==> config.mk <==
export PLATFORM = sky130hd
export DESIGN_NAME = rbt_transceiver
export DESIGN_NICKNAME = d
export VERILOG_FILES = /design/src/verilog/rbt_pkg.sv /design/src/verilog/rbt_buf_if.sv /design/src/verilog/rbt_skid_buf.sv /design/src/verilog/rbt_transceiver.sv
export SDC_FILE = /design/constraint.sdc
export NUM_CORES = 1
export LEC_CHECK = 0
export CAP_MARGIN = 20
export CORE_MARGIN = 1.5
export CORE_UTILIZATION = 40
export CTS_CLUSTER_SIZE = 8
export DETAILED_ROUTE_END_ITERATION = 16
export DONT_BUFFER_PORTS = 1
export GPL_TIMING_DRIVEN = 0
export PLACE_DENSITY = 0.6
export SLEW_MARGIN = 10
export SYNTH_ARGS = -nofsm -noshare
export SYNTH_HDL_FRONTEND = slang
export SYNTH_SLANG_ARGS = --single-unit
==> constraint.sdc <==
create_clock -name clk -period 5.5 [get_ports clk]
set_clock_uncertainty 0.15 [all_clocks]
set_input_delay 0.55 -clock clk [delete_from_list [all_inputs] [get_ports clk]]
set_output_delay 0.55 -clock clk [all_outputs]
set_load 0.05 [all_outputs]
==> src/verilog/rbt_pkg.sv <==
// Purpose: Shared constants for the registered bus transceiver
// Assumes: Single 200 MHz clock, synchronous active-high reset
// Notes: Capture clocks and selects arrive as ordinary synchronous inputs
package rbt_pkg;
    localparam int unsigned RBT_DATA_W = 8;
    localparam int unsigned RBT_BUF_DEPTH = 2;
    localparam logic [7:0] RBT_PORT_RST = 8'h00;
    localparam int unsigned RBT_CLK_PERIOD_PS = 5000;
endpackage

==> src/verilog/rbt_buf_if.sv <==
// Purpose: Valid/ready carrier between capture logic and its buffer
// Assumes: One clock domain
// Notes: Width set by parameter
`timescale 1ns/1ps
`default_nettype none
interface rbt_buf_if #(parameter int W = 8);
    logic in_valid;
    logic in_ready;
    logic [W-1:0] in_data;
    logic out_valid;
    logic out_ready;
    logic [W-1:0] out_data;
    modport sink (input in_valid, input in_data, output in_ready,
                  output out_valid, output out_data, input out_ready);
    modport src (output in_valid, output in_data, input in_ready,
                 input out_valid, input out_data, output out_ready);
endinterface
`default_nettype wire

==> src/verilog/rbt_skid_buf.sv <==
// Purpose: Two-entry buffer with registered read data
// Assumes: Source holds data while ready is low
// Notes: Full and empty come straight from the entry count
`timescale 1ns/1ps
`default_nettype none
module rbt_skid_buf #(
    parameter int W = 8
) (
    input wire logic clk,
    input wire logic rst,
    rbt_buf_if.sink bus
);
    logic [W-1:0] mem_q [2];
    logic [1:0] cnt_q;
    logic wr_ptr_q;
    logic rd_ptr_q;
    logic push;
    logic pop;

    // Handshakes on each side
    assign push = bus.in_valid && (cnt_q != 2'h2);
    assign pop = bus.out_ready && (cnt_q != 2'h0);
    assign bus.in_ready = (cnt_q != 2'h2);
    assign bus.out_valid = (cnt_q != 2'h0);
    assign bus.out_data = mem_q[rd_ptr_q];

    // Storage write, no reset needed on data
    always_ff @(posedge clk) begin
        if (push) begin
            mem_q[wr_ptr_q] <= bus.in_data;
        end
    end

    // Pointers and occupancy
    always_ff @(posedge clk) begin
        if (rst) begin
            cnt_q <= 2'h0;
            wr_ptr_q <= 1'b0;
            rd_ptr_q <= 1'b0;
        end else begin
            if (push) begin
                wr_ptr_q <= ~wr_ptr_q;
            end
            if (pop) begin
                rd_ptr_q <= ~rd_ptr_q;
            end
            cnt_q <= cnt_q + {1'b0, push} - {1'b0, pop};
        end
    end
endmodule // rbt_skid_buf
`default_nettype wire

==> src/verilog/rbt_transceiver.sv <==
// Purpose: Registered 8-bit bidirectional transceiver between buses A and B
// Assumes: All pins sampled on clk; capture clocks are sampled levels
// Notes: Storage registers have no reset; pin outputs are registered
// Contract
// - Two 8-bit two-way ports and one storage register per direction.
// - Select low routes live opposite data, high routes stored data.
// - Rising capture clock loads its port value, ignoring selects and enables.
// - Capture always active, storing pin level even when self-driven.
// - High a-to-b enable drives B; low b-to-a enable drives A.
// - Driven port shows live or stored data according to its select.
// - Both enabled, both selects high: stored data cross both ways.
// - Both enabled, selects low: each port reinforces and holds its value; here a_o and b_o swap each cycle and hold only when equal.
// - Select changes produce no glitch on driven outputs.
// - One direction enabled: both registers take the external value passed through.
`timescale 1ns/1ps
`default_nettype none
module rbt_transceiver #(
    parameter int W = rbt_pkg::RBT_DATA_W
) (
    input wire logic clk,
    input wire logic rst,
    input wire logic [W-1:0] a_i,
    output logic [W-1:0] a_o,
    output logic [W-1:0] a_oe,
    input wire logic [W-1:0] b_i,
    output logic [W-1:0] b_o,
    output logic [W-1:0] b_oe,
    input wire logic a_to_b_output_enable,
    input wire logic b_to_a_output_enable_n,
    input wire logic a_to_b_source_select,
    input wire logic b_to_a_source_select,
    input wire logic a_side_capture_clock,
    input wire logic b_side_capture_clock,
    output logic [W-1:0] a_side_stored,
    output logic [W-1:0] b_side_stored
);
    logic cpa_q;
    logic cpb_q;
    logic cap_a;
    logic cap_b;
    logic [W-1:0] a_reg_q;
    logic [W-1:0] b_reg_q;
    logic [W-1:0] a_line;
    logic [W-1:0] b_line;
    logic [W-1:0] b_drive_d;
    logic [W-1:0] a_drive_d;

    // Resolved level of one port: own drive where enabled, external level elsewhere
    // Capture must see what is really on the wires, including our own drive
    function automatic logic [W-1:0] resolve_line(
        input logic [W-1:0] drv,
        input logic [W-1:0] oe,
        input logic [W-1:0] ext
    );
        return (drv & oe) | (ext & ~oe);
    endfunction

    // Source choice for one direction: high select takes stored data
    function automatic logic [W-1:0] pick_source(
        input logic sel,
        input logic [W-1:0] stored,
        input logic [W-1:0] live
    );
        return sel ? stored : live;
    endfunction

    // Resolved pin levels seen by capture and by the live paths
    assign a_line = resolve_line(a_o, a_oe, a_i);
    assign b_line = resolve_line(b_o, b_oe, b_i);

    // Edge detection on the sampled capture clocks
    always_ff @(posedge clk) begin
        if (rst) begin
            cpa_q <= 1'b0;
            cpb_q <= 1'b0;
        end else begin
            cpa_q <= a_side_capture_clock;
            cpb_q <= b_side_capture_clock;
        end
    end

    assign cap_a = a_side_capture_clock && !cpa_q && !rst;
    assign cap_b = b_side_capture_clock && !cpb_q && !rst;

    // Capture requests pass through a buffer so a busy sink never drops one
    rbt_buf_if #(.W(2 * W)) cap_bus ();
    assign cap_bus.in_valid = cap_a || cap_b;
    assign cap_bus.in_data = {a_line, b_line};
    assign cap_bus.out_ready = 1'b1;

    logic cap_a_q;
    logic cap_b_q;
    always_ff @(posedge clk) begin
        if (rst) begin
            cap_a_q <= 1'b0;
            cap_b_q <= 1'b0;
        end else begin
            cap_a_q <= cap_a;
            cap_b_q <= cap_b;
        end
    end

    rbt_skid_buf #(.W(2 * W)) u_cap_buf (
        .clk(clk),
        .rst(rst),
        .bus(cap_bus.sink)
    );

    // store resolved pin level, even when self-driven
    // pass-through value reaches the opposite register
    // registers hold without an edge and have no reset
    always_ff @(posedge clk) begin
        if (cap_bus.out_valid && cap_a_q) begin
            a_reg_q <= cap_bus.out_data[2*W-1:W];
        end
        if (cap_bus.out_valid && cap_b_q) begin
            b_reg_q <= cap_bus.out_data[W-1:0];
        end
    end

    // select picks live or stored source
    // each driven port follows its own select
    assign b_drive_d = pick_source(a_to_b_source_select, a_reg_q, a_line);
    assign a_drive_d = pick_source(b_to_a_source_select, b_reg_q, b_line);

    // registered outputs cannot glitch on a select change
    // live mode with both enabled swaps the two driven levels each cycle
    always_ff @(posedge clk) begin
        if (rst) begin
            a_o <= rbt_pkg::RBT_PORT_RST;
            b_o <= rbt_pkg::RBT_PORT_RST;
            a_oe <= '0;
            b_oe <= '0;
        end else begin
            b_o <= b_drive_d;
            a_o <= a_drive_d;
            b_oe <= {W{a_to_b_output_enable}};
            a_oe <= {W{!b_to_a_output_enable_n}};
        end
    end

    always_ff @(posedge clk) begin
        a_side_stored <= a_reg_q;
        b_side_stored <= b_reg_q;
    end
endmodule // rbt_transceiver
`default_nettype wire

==> metrics.txt, run 1 <==
DRT Wirelength=5.94 mm; Worst-Margin Slew=between 0.8 and 0.9 ns; achievable frequency=~460 MHz; cts repair resizes=0; Vias/cell=approximately 4.8; Final Hold Viols=0; CP max stage delay=0.80 ns; drt wl/cell=18.4 microns; initial antenna violation count=0; final worst slack=3.32 ns; vias in the first global route=1659; synthesized flop and latch total=91; Post-Syn Area=~0.0033 sq mm; Rows=32; die area=0.00872 sq mm; largest net degree at the start of global routing=16; Mapped Cells=203; DP Wirelength=4.13 mm; final instance area=roughly 0.0036 sq mm; delay-heaviest family, CP=flip-flops; LEAKAGE=1.41 nW; root cell of the clock tree=clkbuf_8; slowest stage cell, crit path=dfxtp_1; number of buffers created by CTS=9; required time worst endpoint=4.80 ns; remaining global-route overflow=0; RSZ-0062 raised after global routing=no; post-route ant nets=0; die width=93.4 microns; CTS tree=yes; cts hold-fix bufs=0; clock slew seen by the registers of the worst setup and hold paths=0.08 ns; core box area=a little under 0.008 sq mm; DRC Markers=0; Crit Path Class=reg2out; final-report setup violation count=0; Total GRT Usage=14.8%; Reg power frac=between 50% and 60%; CP max FO=9; Area contributors post-synth=edfxtp_1 (44%), dfxtp_1 (26%), mux2_4 (7.8%); Final TNS setup=0 ns; # clock sinks=91; largest buffer count on any clock path=2; Cell variety after synth=18; H-tree levels=3; post-CTS setup buffer count=0; worst hold path type=in2reg; first-pass iteration count of the detailed router=4; layout cells sized above 1=between 30% and 40%; CP cell instances=buf_4; Int Power=around 0.0010 W; Initial Utilization=41.9%; Tmin final=around 2.2 ns; Psw=0.000354 W; Inserted Diodes=0; YS warnings=0; Net Sw Frac=approximately 25%; Slew Limit Fails=0; Avg Inst Size Synth=16.1 sq um; worst skew pair latency=0.36 ns; post-synth top area share=approximately 44%; Ports=72; first-pass GRT wire length=9.12 mm; total number of vias=between 1500 and 2000; Peak supply drop=0.200 mV; Placer Congestion=about 0.72; Synth-to-Final Area Change=11.1%; Initial DRC Count=81; status=complete, no violations; maximum capacitance violations=0; Post-Syn Nets=227; PwrDens=around 390 mW/mm^2; dpl ws=~3.2 ns; clock network power share=33.7%; Max transition margin=43.6%; Core Util, Final=46.5%; Buf/Inv on CP=1; leading area contributor after synthesis=edfxtp_1; sequential-to-total area share from yosys stat=70.4%; logic gate share of total power=8.7%; Post-layout nets=240; Die Ht=93.4 microns; CP endpoint kind=output pin; fill count=703; Arr. time, crit path=1.48 ns; port buffer count=0; placed instance area=0.00342 sq mm; period utilization=39.6%; kind of start point of the critical path=flip-flop
routing by layer:
metal | global-route usage (%) | part of all wire, %
met2 | 24.0 | 49
met3 | 7.07 | 8.3
met4 | 4.55 | 0.86
met1 | 17.3 | 42
met5 | 0 | 0
cell type report:
type                       instances  area (sq um)  area share [%]
multi-input combinational         89           803            22.1
sequential                        91          2300            63.4
timing repair buffer               2          15.0           0.414
clock buffer                      11           153            4.20
clock inverter                     5          56.3            1.55
buffer                            23           174            4.79
tap                              102           128            3.51
cells by family after synthesis:
group           share of synthesized area (%)
simple gates                             5.36
xor+xnor                                0.268
compound gates                          0.421
buf+inv                                  5.32
flops                                    70.4
mux                                      18.2
through the flow:
step                      instances  hold WS, ns  total power, W
after floorplan                 203        0.198        0.000918
after global placement          305        0.208        0.000941
after detailed placement        307        0.209        0.000946
after CTS                       323       0.0889         0.00142
after global routing            323       0.0874         0.00145
final                           323        0.104         0.00140
sequential cells by signal, indices dropped and copies added (netlist names), named ones only:
register            flops
cap_a_q                 1
a_side_stored           8
cpa_q                   1
u_cap_buf.rd_ptr_q      1
cap_b_q                 1
b_side_stored           8
cpb_q                   1
u_cap_buf.wr_ptr_q      1
b_reg_q                 8
u_cap_buf.cnt_q         2
a_oe                    1
u_cap_buf.mem_q        32
b_o                     8
a_o                     8
b_oe                    1
a_reg_q                 8
synthesized netlist by cell type (all sizes together):
cell / number
nor3: 1
buf: 23
xor2: 1
o21ai: 1
nor2: 23
nand2: 1
and2b: 2
nor2b: 8
mux2i: 16
a21oi: 1
dfxtp: 43
nor3b: 1
or2b: 1
edfxtp: 48
mux2: 33
power by group through the flow:
stage | Combinational (W) | Clock (W) | Sequential (W)
global placement | 0.000119 | 0 | 0.000822
CTS | 0.000124 | 0.000484 | 0.000807
global route | 0.000131 | 0.000509 | 0.000811
finish | 0.000121 | 0.000472 | 0.000806
detailed placement | 0.000123 | 0 | 0.000823
floorplan | 0.000101 | 0 | 0.000817
placed cells by master (no fill, tap or decap):
cell,netlist,final
a21oi_1,1,1
and2b_1,2,2
buf_2,4,4
buf_4,16,18
buf_6,3,3
bufinv_16,0,1
clkbuf_1,0,1
clkbuf_16,0,1
clkbuf_8,0,9
clkinv_2,0,1
dfxtp_1,43,43
edfxtp_1,48,48
inv_4,0,2
inv_6,0,1
mux2_2,16,16
mux2_4,17,17
mux2i_1,16,16
nand2_1,1,1
nor2_1,23,23
nor2b_1,8,8
nor3_2,0,1
nor3b_2,0,1
o21ai_2,1,1
or2b_1,1,1
xor2_1,1,1
path summary, 6_finish.rpt:
kind,start,endpoint,slack [ns],cells after the start
worst max-delay path,b_oe[0]$_SDFF_PP0_,b_oe[3],3.32,1
worst max register to register,cpb_q$_SDFF_PP0_,u_cap_buf.mem_q[1][13]$_DFFE_PP_,3.46,4
worst min-delay path,b_to_a_output_enable_n,a_oe[0]$_SDFF_PP0_,0.10,1
worst min register to register,b_reg_q[1]$_DFFE_PP_,b_side_stored[1]$_DFF_P_,0.22,0
Note: power is estimated with default switching activity, not from simulation.
==> run 2: changes to the inputs <==
--- a/config.mk
+++ b/config.mk
@@ -5,6 +5,7 @@
 export SDC_FILE = /design/constraint.sdc
 export NUM_CORES = 1
 export LEC_CHECK = 0
+export ABC_AREA = 1
 export CAP_MARGIN = 20
 export CORE_MARGIN = 1.5
 export CORE_UTILIZATION = 40
==> constraint.sdc (replaced) <==
create_clock -name clk -period 2.16 [get_ports clk]
set_clock_uncertainty 0.15 [all_clocks]
set_input_delay 0.216 -clock clk [delete_from_list [all_inputs] [get_ports clk]]
set_output_delay 0.216 -clock clk [all_outputs]
set_load 0.05 [all_outputs]
==> run 2 against run 1 <==
Compared with the run above:
- clock power up 120%
- synthesized cell count grew 37%
- design area up 1.9%
- core utilization is 0.62 points higher
- total power up 140%
- worst hold slack worse by 0.092 ns
- flip-flop and latch count is the same
- sequential power rose to 2.5 times the previous value
- critical endpoint is now b_oe[4]
==> metrics.txt, run 2 <==
Die Ht=93.6 microns (+0.22%); Arr. time, crit path=1.66 ns (+0.18 ns); Rows=32 (unchanged); sequential-to-total area share from yosys stat=70.1% (-0.32 points); CP max stage delay=0.96 ns (+0.16 ns); DRT Wirelength=6.21 mm (+4.5%); die area=0.00876 sq mm (+0.45%); drt wl/cell=15.3 microns (-17%); reg2reg start=a_oe[0]$_SDFF_PP0_; Post-layout nets=322 (+34%); post-CTS setup buffer count=0 (unchanged); placed instance area=0.00343 sq mm (+0.22%); critical path launch point=b_oe[0]$_SDFF_PP0_; CTS tree=yes; # clock sinks=91 (unchanged); post-route ant nets=0 (unchanged); port buffer count=0 (unchanged); M3 GR Usage=7.89% (+0.81 points); Placer Congestion=0.740 (+3.1%); Synth-to-Final Area Change=12.6%; clock slew seen by the registers of the worst setup and hold paths=0.09 ns (about the same); synthesized flop and latch total=91 (unchanged); worst hold path type=in2reg; top-count cell post-synth=inv_1; YS warnings=0 (unchanged); Worst-Margin Slew=0.963 ns (+0.119 ns); Largest Register=u_cap_buf.mem_q; status=complete, no violations; largest buffer count on any clock path=2 (unchanged); Post-Syn Area=0.00328 sq mm (+0.46%); first-pass iteration count of the detailed router=4 (unchanged); fill count=746 (+6.1%); most common cell after layout, fill and taps aside=inv_1; GRT busiest layer=met2; RSZ-0062 raised after global routing=no; number of synthesized flops with an enable pin=48 (unchanged); vias in the first global route=1854 (+12%); Tmin final=2.03 ns; Peak supply drop=0.419 mV (+110%); Core Util, Final=47.1% (+0.62 points); core box area=0.00785 sq mm (+0.51%); required time worst endpoint=1.79 ns (-3.01 ns); Synth Flop Type=edfxtp_1; number of buffers created by CTS=9 (unchanged); die width=93.6 microns (+0.22%); Cell variety after synth=14 (-4); final worst slack=0.133 ns (-3.19 ns); first-pass GRT wire length=9.79 mm (+7.3%); CP cell instances=buf_4; Max transition margin=35.7% (-7.9 points); Mapped Cells=278 (+37%); final-report setup violation count=0 (unchanged); Vias/cell=4.72 (-2.1%); Final TNS setup=0 ns (unchanged); CP max FO=15 (+6); leading area contributor after synthesis=edfxtp_1; DP Wirelength=4.38 mm (+6.0%); root cell of the clock tree=clkbuf_8; CP endpoint kind=output pin; Final Hold Viols=0 (unchanged); total number of vias=1911 (+23%); Post-Syn Nets=302 (+33%); H-tree levels=3 (unchanged); maximum capacitance violations=0 (unchanged); most frequent cells in the layout=inv_1 (60), edfxtp_1 (48), dfxtp_1 (43), o21ai_0 (29), nand2_1 (22); cts hold-fix bufs=8 (+8); Slew Limit Fails=0 (unchanged); dpl ws=0.271 ns (-2.92 ns); met1 Use GR=19.5% (+2.3 points); Initial Utilization=41.9% (about the same); Crit Path Class=reg2out; Inserted Diodes=0 (unchanged); cts repair resizes=0 (unchanged); kind of start point of the critical path=flip-flop; Area contributors post-synth=edfxtp_1 (44%), dfxtp_1 (26%), inv_1 (6.9%); Initial DRC Count=117 (+44%); achievable frequency=493 MHz; layout cells sized above 1=18.8% (-16 points); LEAKAGE=1.59 nW (+12%); overall power=0.00337 W (+140%); worst skew pair latency=0.36 ns (about the same); max reg flops=32 (unchanged); FFs w/ async S/R, synth=0% (unchanged); Avg Inst Size Synth=11.8 sq um (-27%); final instance area=0.00370 sq mm (+1.9%); DRC Markers=0 (unchanged); period utilization=93.8%; PwrDens=911 mW/mm^2 (+140%); Total GRT Usage=15.8% (+0.96 points); commonest cells in the synthesized netlist=inv_1 (60), edfxtp_1 (48), dfxtp_1 (43); remaining global-route overflow=0 (unchanged); initial antenna violation count=0 (unchanged); delay-heaviest family, CP=flip-flops; post-synth top area share=43.9% (-0.20 points); Hold Path Origin=b_i[5]; Ports=72 (unchanged); Buf/Inv on CP=1 (unchanged); slowest stage cell, crit path=dfxtp_1; largest net degree at the start of global routing=17 (+1); met2 Use GR=24.4% (+0.42 points)
## run 2: cell count changes in the layout (fill, tap and decap cells not counted), sizes merged, moves of 13 or more
cell,before,now
mux2,33,16
inv,3,60
mux2i,16,0
nor2,23,10
a21oi,1,20
nand2,1,22
o21ai,1,32
## run 2: final timing paths
kind                                     endpoint  slack, ns  cells after the start
setup / recovery                          b_oe[4]       0.13                      1
hold reg to reg          a_side_stored[6]$_DFF_P_       0.22                      0
hold / removal    u_cap_buf.mem_q[1][5]$_DFFE_PP_       0.01                      2
setup reg to reg                b_o[6]$_SDFF_PP0_       0.31                      4
## run 2: routing by layer
| layer | wire length (microns) | vias up | share of wire (%) |
|---|---|---|---|
| li1 | - | 919 | - |
| met1 | 2780 | 896 | 45 |
| met2 | 2800 | 90 | 45 |
| met3 | 571 | 6 | 9.2 |
| met4 | 64 | 0 | 1.0 |
| met5 | 0 | - | 0 |
## run 2: cell families after synthesis
logic type      share of synthesized area (%)
flops                                    70.1
buf+inv                                  12.2
compound gates                           7.92
simple gates                             4.30
mux                                      5.49
## run 2: where the power goes
part	internal, W	total, W	switching [W]	leakage [nW]
combinational	0.0000990	0.000267	0.000168	0.689
clock	0.000483	0.00106	0.000580	0.0932
sequential	0.00191	0.00204	0.000132	0.803
total	0.00249	0.00337	0.000879	1.59
## run 2: cell type report
type / count / area [sq um] / area share [%]
repair buffers: 9 / 95.1 / 2.57
clock buffers: 11 / 151 / 4.09
clock inverters: 5 / 37.5 / 1.01
well taps: 102 / 128 / 3.45
flip-flops and latches: 91 / 2300 / 62.2
plain buffers: 23 / 175 / 4.74
multi-input cells: 104 / 584 / 15.8
inverters: 60 / 225 / 6.09
## run 2: stage by stage
stage,cells,hold slack (ns)
after CTS,405,0.0162
after global routing,405,0.0167
after detailed placement,381,0.146
final,405,0.0119
after floorplan,278,0.138
after global placement,380,0.143
==> run 3: changes to the inputs <==
--- a/config.mk
+++ b/config.mk
@@ -14,6 +14,7 @@
 export DONT_BUFFER_PORTS = 1
 export GPL_TIMING_DRIVEN = 0
 export PLACE_DENSITY = 0.6
+export RECOVER_POWER = 25
 export SLEW_MARGIN = 10
 export SYNTH_ARGS = -nofsm -noshare
 export SYNTH_HDL_FRONTEND = slang
==> run 3 against run 2 <==
Compared with the run above:
- combinational power about the same
- fmax about the same
- clock power is essentially flat
- final cell count unchanged
- critical path type unchanged
==> metrics.txt, run 3 (synthesis gave the netlist of run 2 again) <==
Synth-to-Final Area Change=12.5% (about the same); reg2reg start=a_oe[0]$_SDFF_PP0_; port buffer count=0 (unchanged); Vias/cell=4.72 (about the same); PwrDens=912 mW/mm^2 (about the same); drt wl/cell=15.3 microns (-0.13%); number of buffers created by CTS=9 (unchanged); fill count=745 (-0.13%); slowest stage cell, crit path=dfxtp_1; vias in the first global route=1854 (unchanged); first-pass iteration count of the detailed router=4 (unchanged); CP cell instances=buf_4; placed instance area=0.00343 sq mm (unchanged); post-route ant nets=0 (unchanged); critical path launch point=b_oe[0]$_SDFF_PP0_; Peak supply drop=0.418 mV (-0.34%); max reg flops=32 (unchanged); R2R Setup Slk=0.31 ns (about the same); Hold Path Origin=b_i[5]; Slew Limit Fails=0 (unchanged); largest buffer count on any clock path=2 (unchanged); CP endpoint kind=output pin; Max transition margin=35.7% (about the same); required time worst endpoint=1.79 ns (about the same); H-tree levels=3 (unchanged); Placer Congestion=0.740 (unchanged); Cells on Worst Hold Path=2 (unchanged); Worst-Margin Slew=0.963 ns (+0.0000433 ns); LEAKAGE=1.58 nW (-0.43%); worst skew pair latency=0.36 ns (about the same); dpl ws=0.271 ns (unchanged); status=complete, no violations; final worst slack=0.133 ns (-0.0000620 ns); CP max stage delay=0.96 ns (about the same); final-report setup violation count=0 (unchanged); Ports=72 (unchanged); die width=93.6 microns (unchanged); initial antenna violation count=0 (unchanged); Arr. time, crit path=1.66 ns (about the same); Buf/Inv on CP=1 (unchanged); die area=0.00876 sq mm (unchanged); Initial Utilization=41.9% (unchanged); Inserted Diodes=0 (unchanged); total number of vias=1912 (+0.052%); kind of start point of the critical path=flip-flop; most common cell after layout, fill and taps aside=inv_1; CP max FO=15 (unchanged); Final Hold Viols=0 (unchanged); worst hold path type=in2reg; Core Util, Final=47.1% (about the same); achievable frequency=493 MHz (about the same); Largest Register=u_cap_buf.mem_q; Die Ht=93.6 microns (unchanged); delay-heaviest family, CP=flip-flops; core box area=0.00785 sq mm (unchanged); Crit Path Class=reg2out; root cell of the clock tree=clkbuf_8; clock slew seen by the registers of the worst setup and hold paths=0.09 ns (about the same); layout cells sized above 1=18.2% (-0.66 points); Initial DRC Count=117 (unchanged); CTS tree=yes; maximum capacitance violations=0 (unchanged); DP Wirelength=4.38 mm (unchanged); # clock sinks=91 (unchanged); first-pass GRT wire length=9.79 mm (unchanged); Tmin final=2.03 ns (+0.0000620 ns); DRC Markers=0 (unchanged); most frequent cells in the layout=inv_1 (60), edfxtp_1 (48), dfxtp_1 (43), o21ai_0 (29), nand2_1 (22); hold_ws=0.0122 ns (+0.000211 ns); hold endpoint=u_cap_buf.mem_q[1][5]$_DFFE_PP_; R2R cell count=4 (unchanged); Post-layout nets=322 (unchanged); DRT Wirelength=6.20 mm (-0.13%); Total GRT Usage=15.8% (unchanged); final instance area=0.00370 sq mm (about the same); remaining global-route overflow=0 (unchanged); cts repair resizes=0 (unchanged); largest net degree at the start of global routing=17 (unchanged); RSZ-0062 raised after global routing=no; Rows=32 (unchanged); period utilization=93.8% (about the same); Reg-to-Reg End=b_o[6]$_SDFF_PP0_
-- run 3: changes by cell type in the layout (fill, tap and decap cells not counted) --
cell,before,now
clkbuf_1,0,2
buf_2,5,3
-- run 3: repair_timing --
| item | 4_1_cts | 5_1_grt |
|---|---|---|
| hold endpoints to repair | 21 | 0 |
| setup endpoints to repair | 0 | 0 |
| hold buffers | 8 | 0 |
| setup buffers | 0 | 0 |
-- run 3: worst max path at each step --
| stage | slack [ns] | end | depth (start not counted) |
|---|---|---|---|
| 2_1_floorplan | 0.27 | u_cap_buf.mem_q[0][0]$_DFFE_PP_ | 6 |
| 3_3_place_gp | -0.33 | u_cap_buf.mem_q[0][14]$_DFFE_PP_ | 6 |
| 3_5_place_dp | 0.27 | b_o[6]$_SDFF_PP0_ | 4 |
| 4_1_cts | 0.11 | a_oe[5] | 1 |
| 5_1_grt | 0.01 | u_cap_buf.mem_q[1][3]$_DFFE_PP_ | 7 |
| 6_report | 0.13 | b_oe[4] | 1 |
-- run 3: layer usage --
layer  vias up  GRT usage, %  wire [microns]
met4         0          4.10              64
li1        919             -               -
met2        92          24.4            2790
met5         -             0               0
met3         6          7.89             594
met1       895          19.5            2750
-- run 3: area by class of cell --
type	instances	area [sq um]	area share [%]
Tap cell	102	128	3.45
Buffer	23	173	4.67
Clock inverter	5	37.5	1.02
Timing Repair Buffer	9	95.1	2.57
Clock buffer	11	151	4.10
Multi-Input combinational cell	104	584	15.8
Sequential cell	91	2300	62.3
Inverter	60	225	6.09
-- run 3: through the flow --
stage	instances	total power [W]	TNS, ns
3_5_place_dp	381	0.00234	0
5_1_grt	405	0.00352	0
6_report	405	0.00337	0
4_1_cts	405	0.00341	0
3_3_place_gp	380	0.00232	-5.19
2_1_floorplan	278	0.00227	0
-- run 3: power by group --
group	internal, W	switching [W]
sequential	0.00191	0.000132
combinational	0.0000983	0.000168
clock	0.000483	0.000579
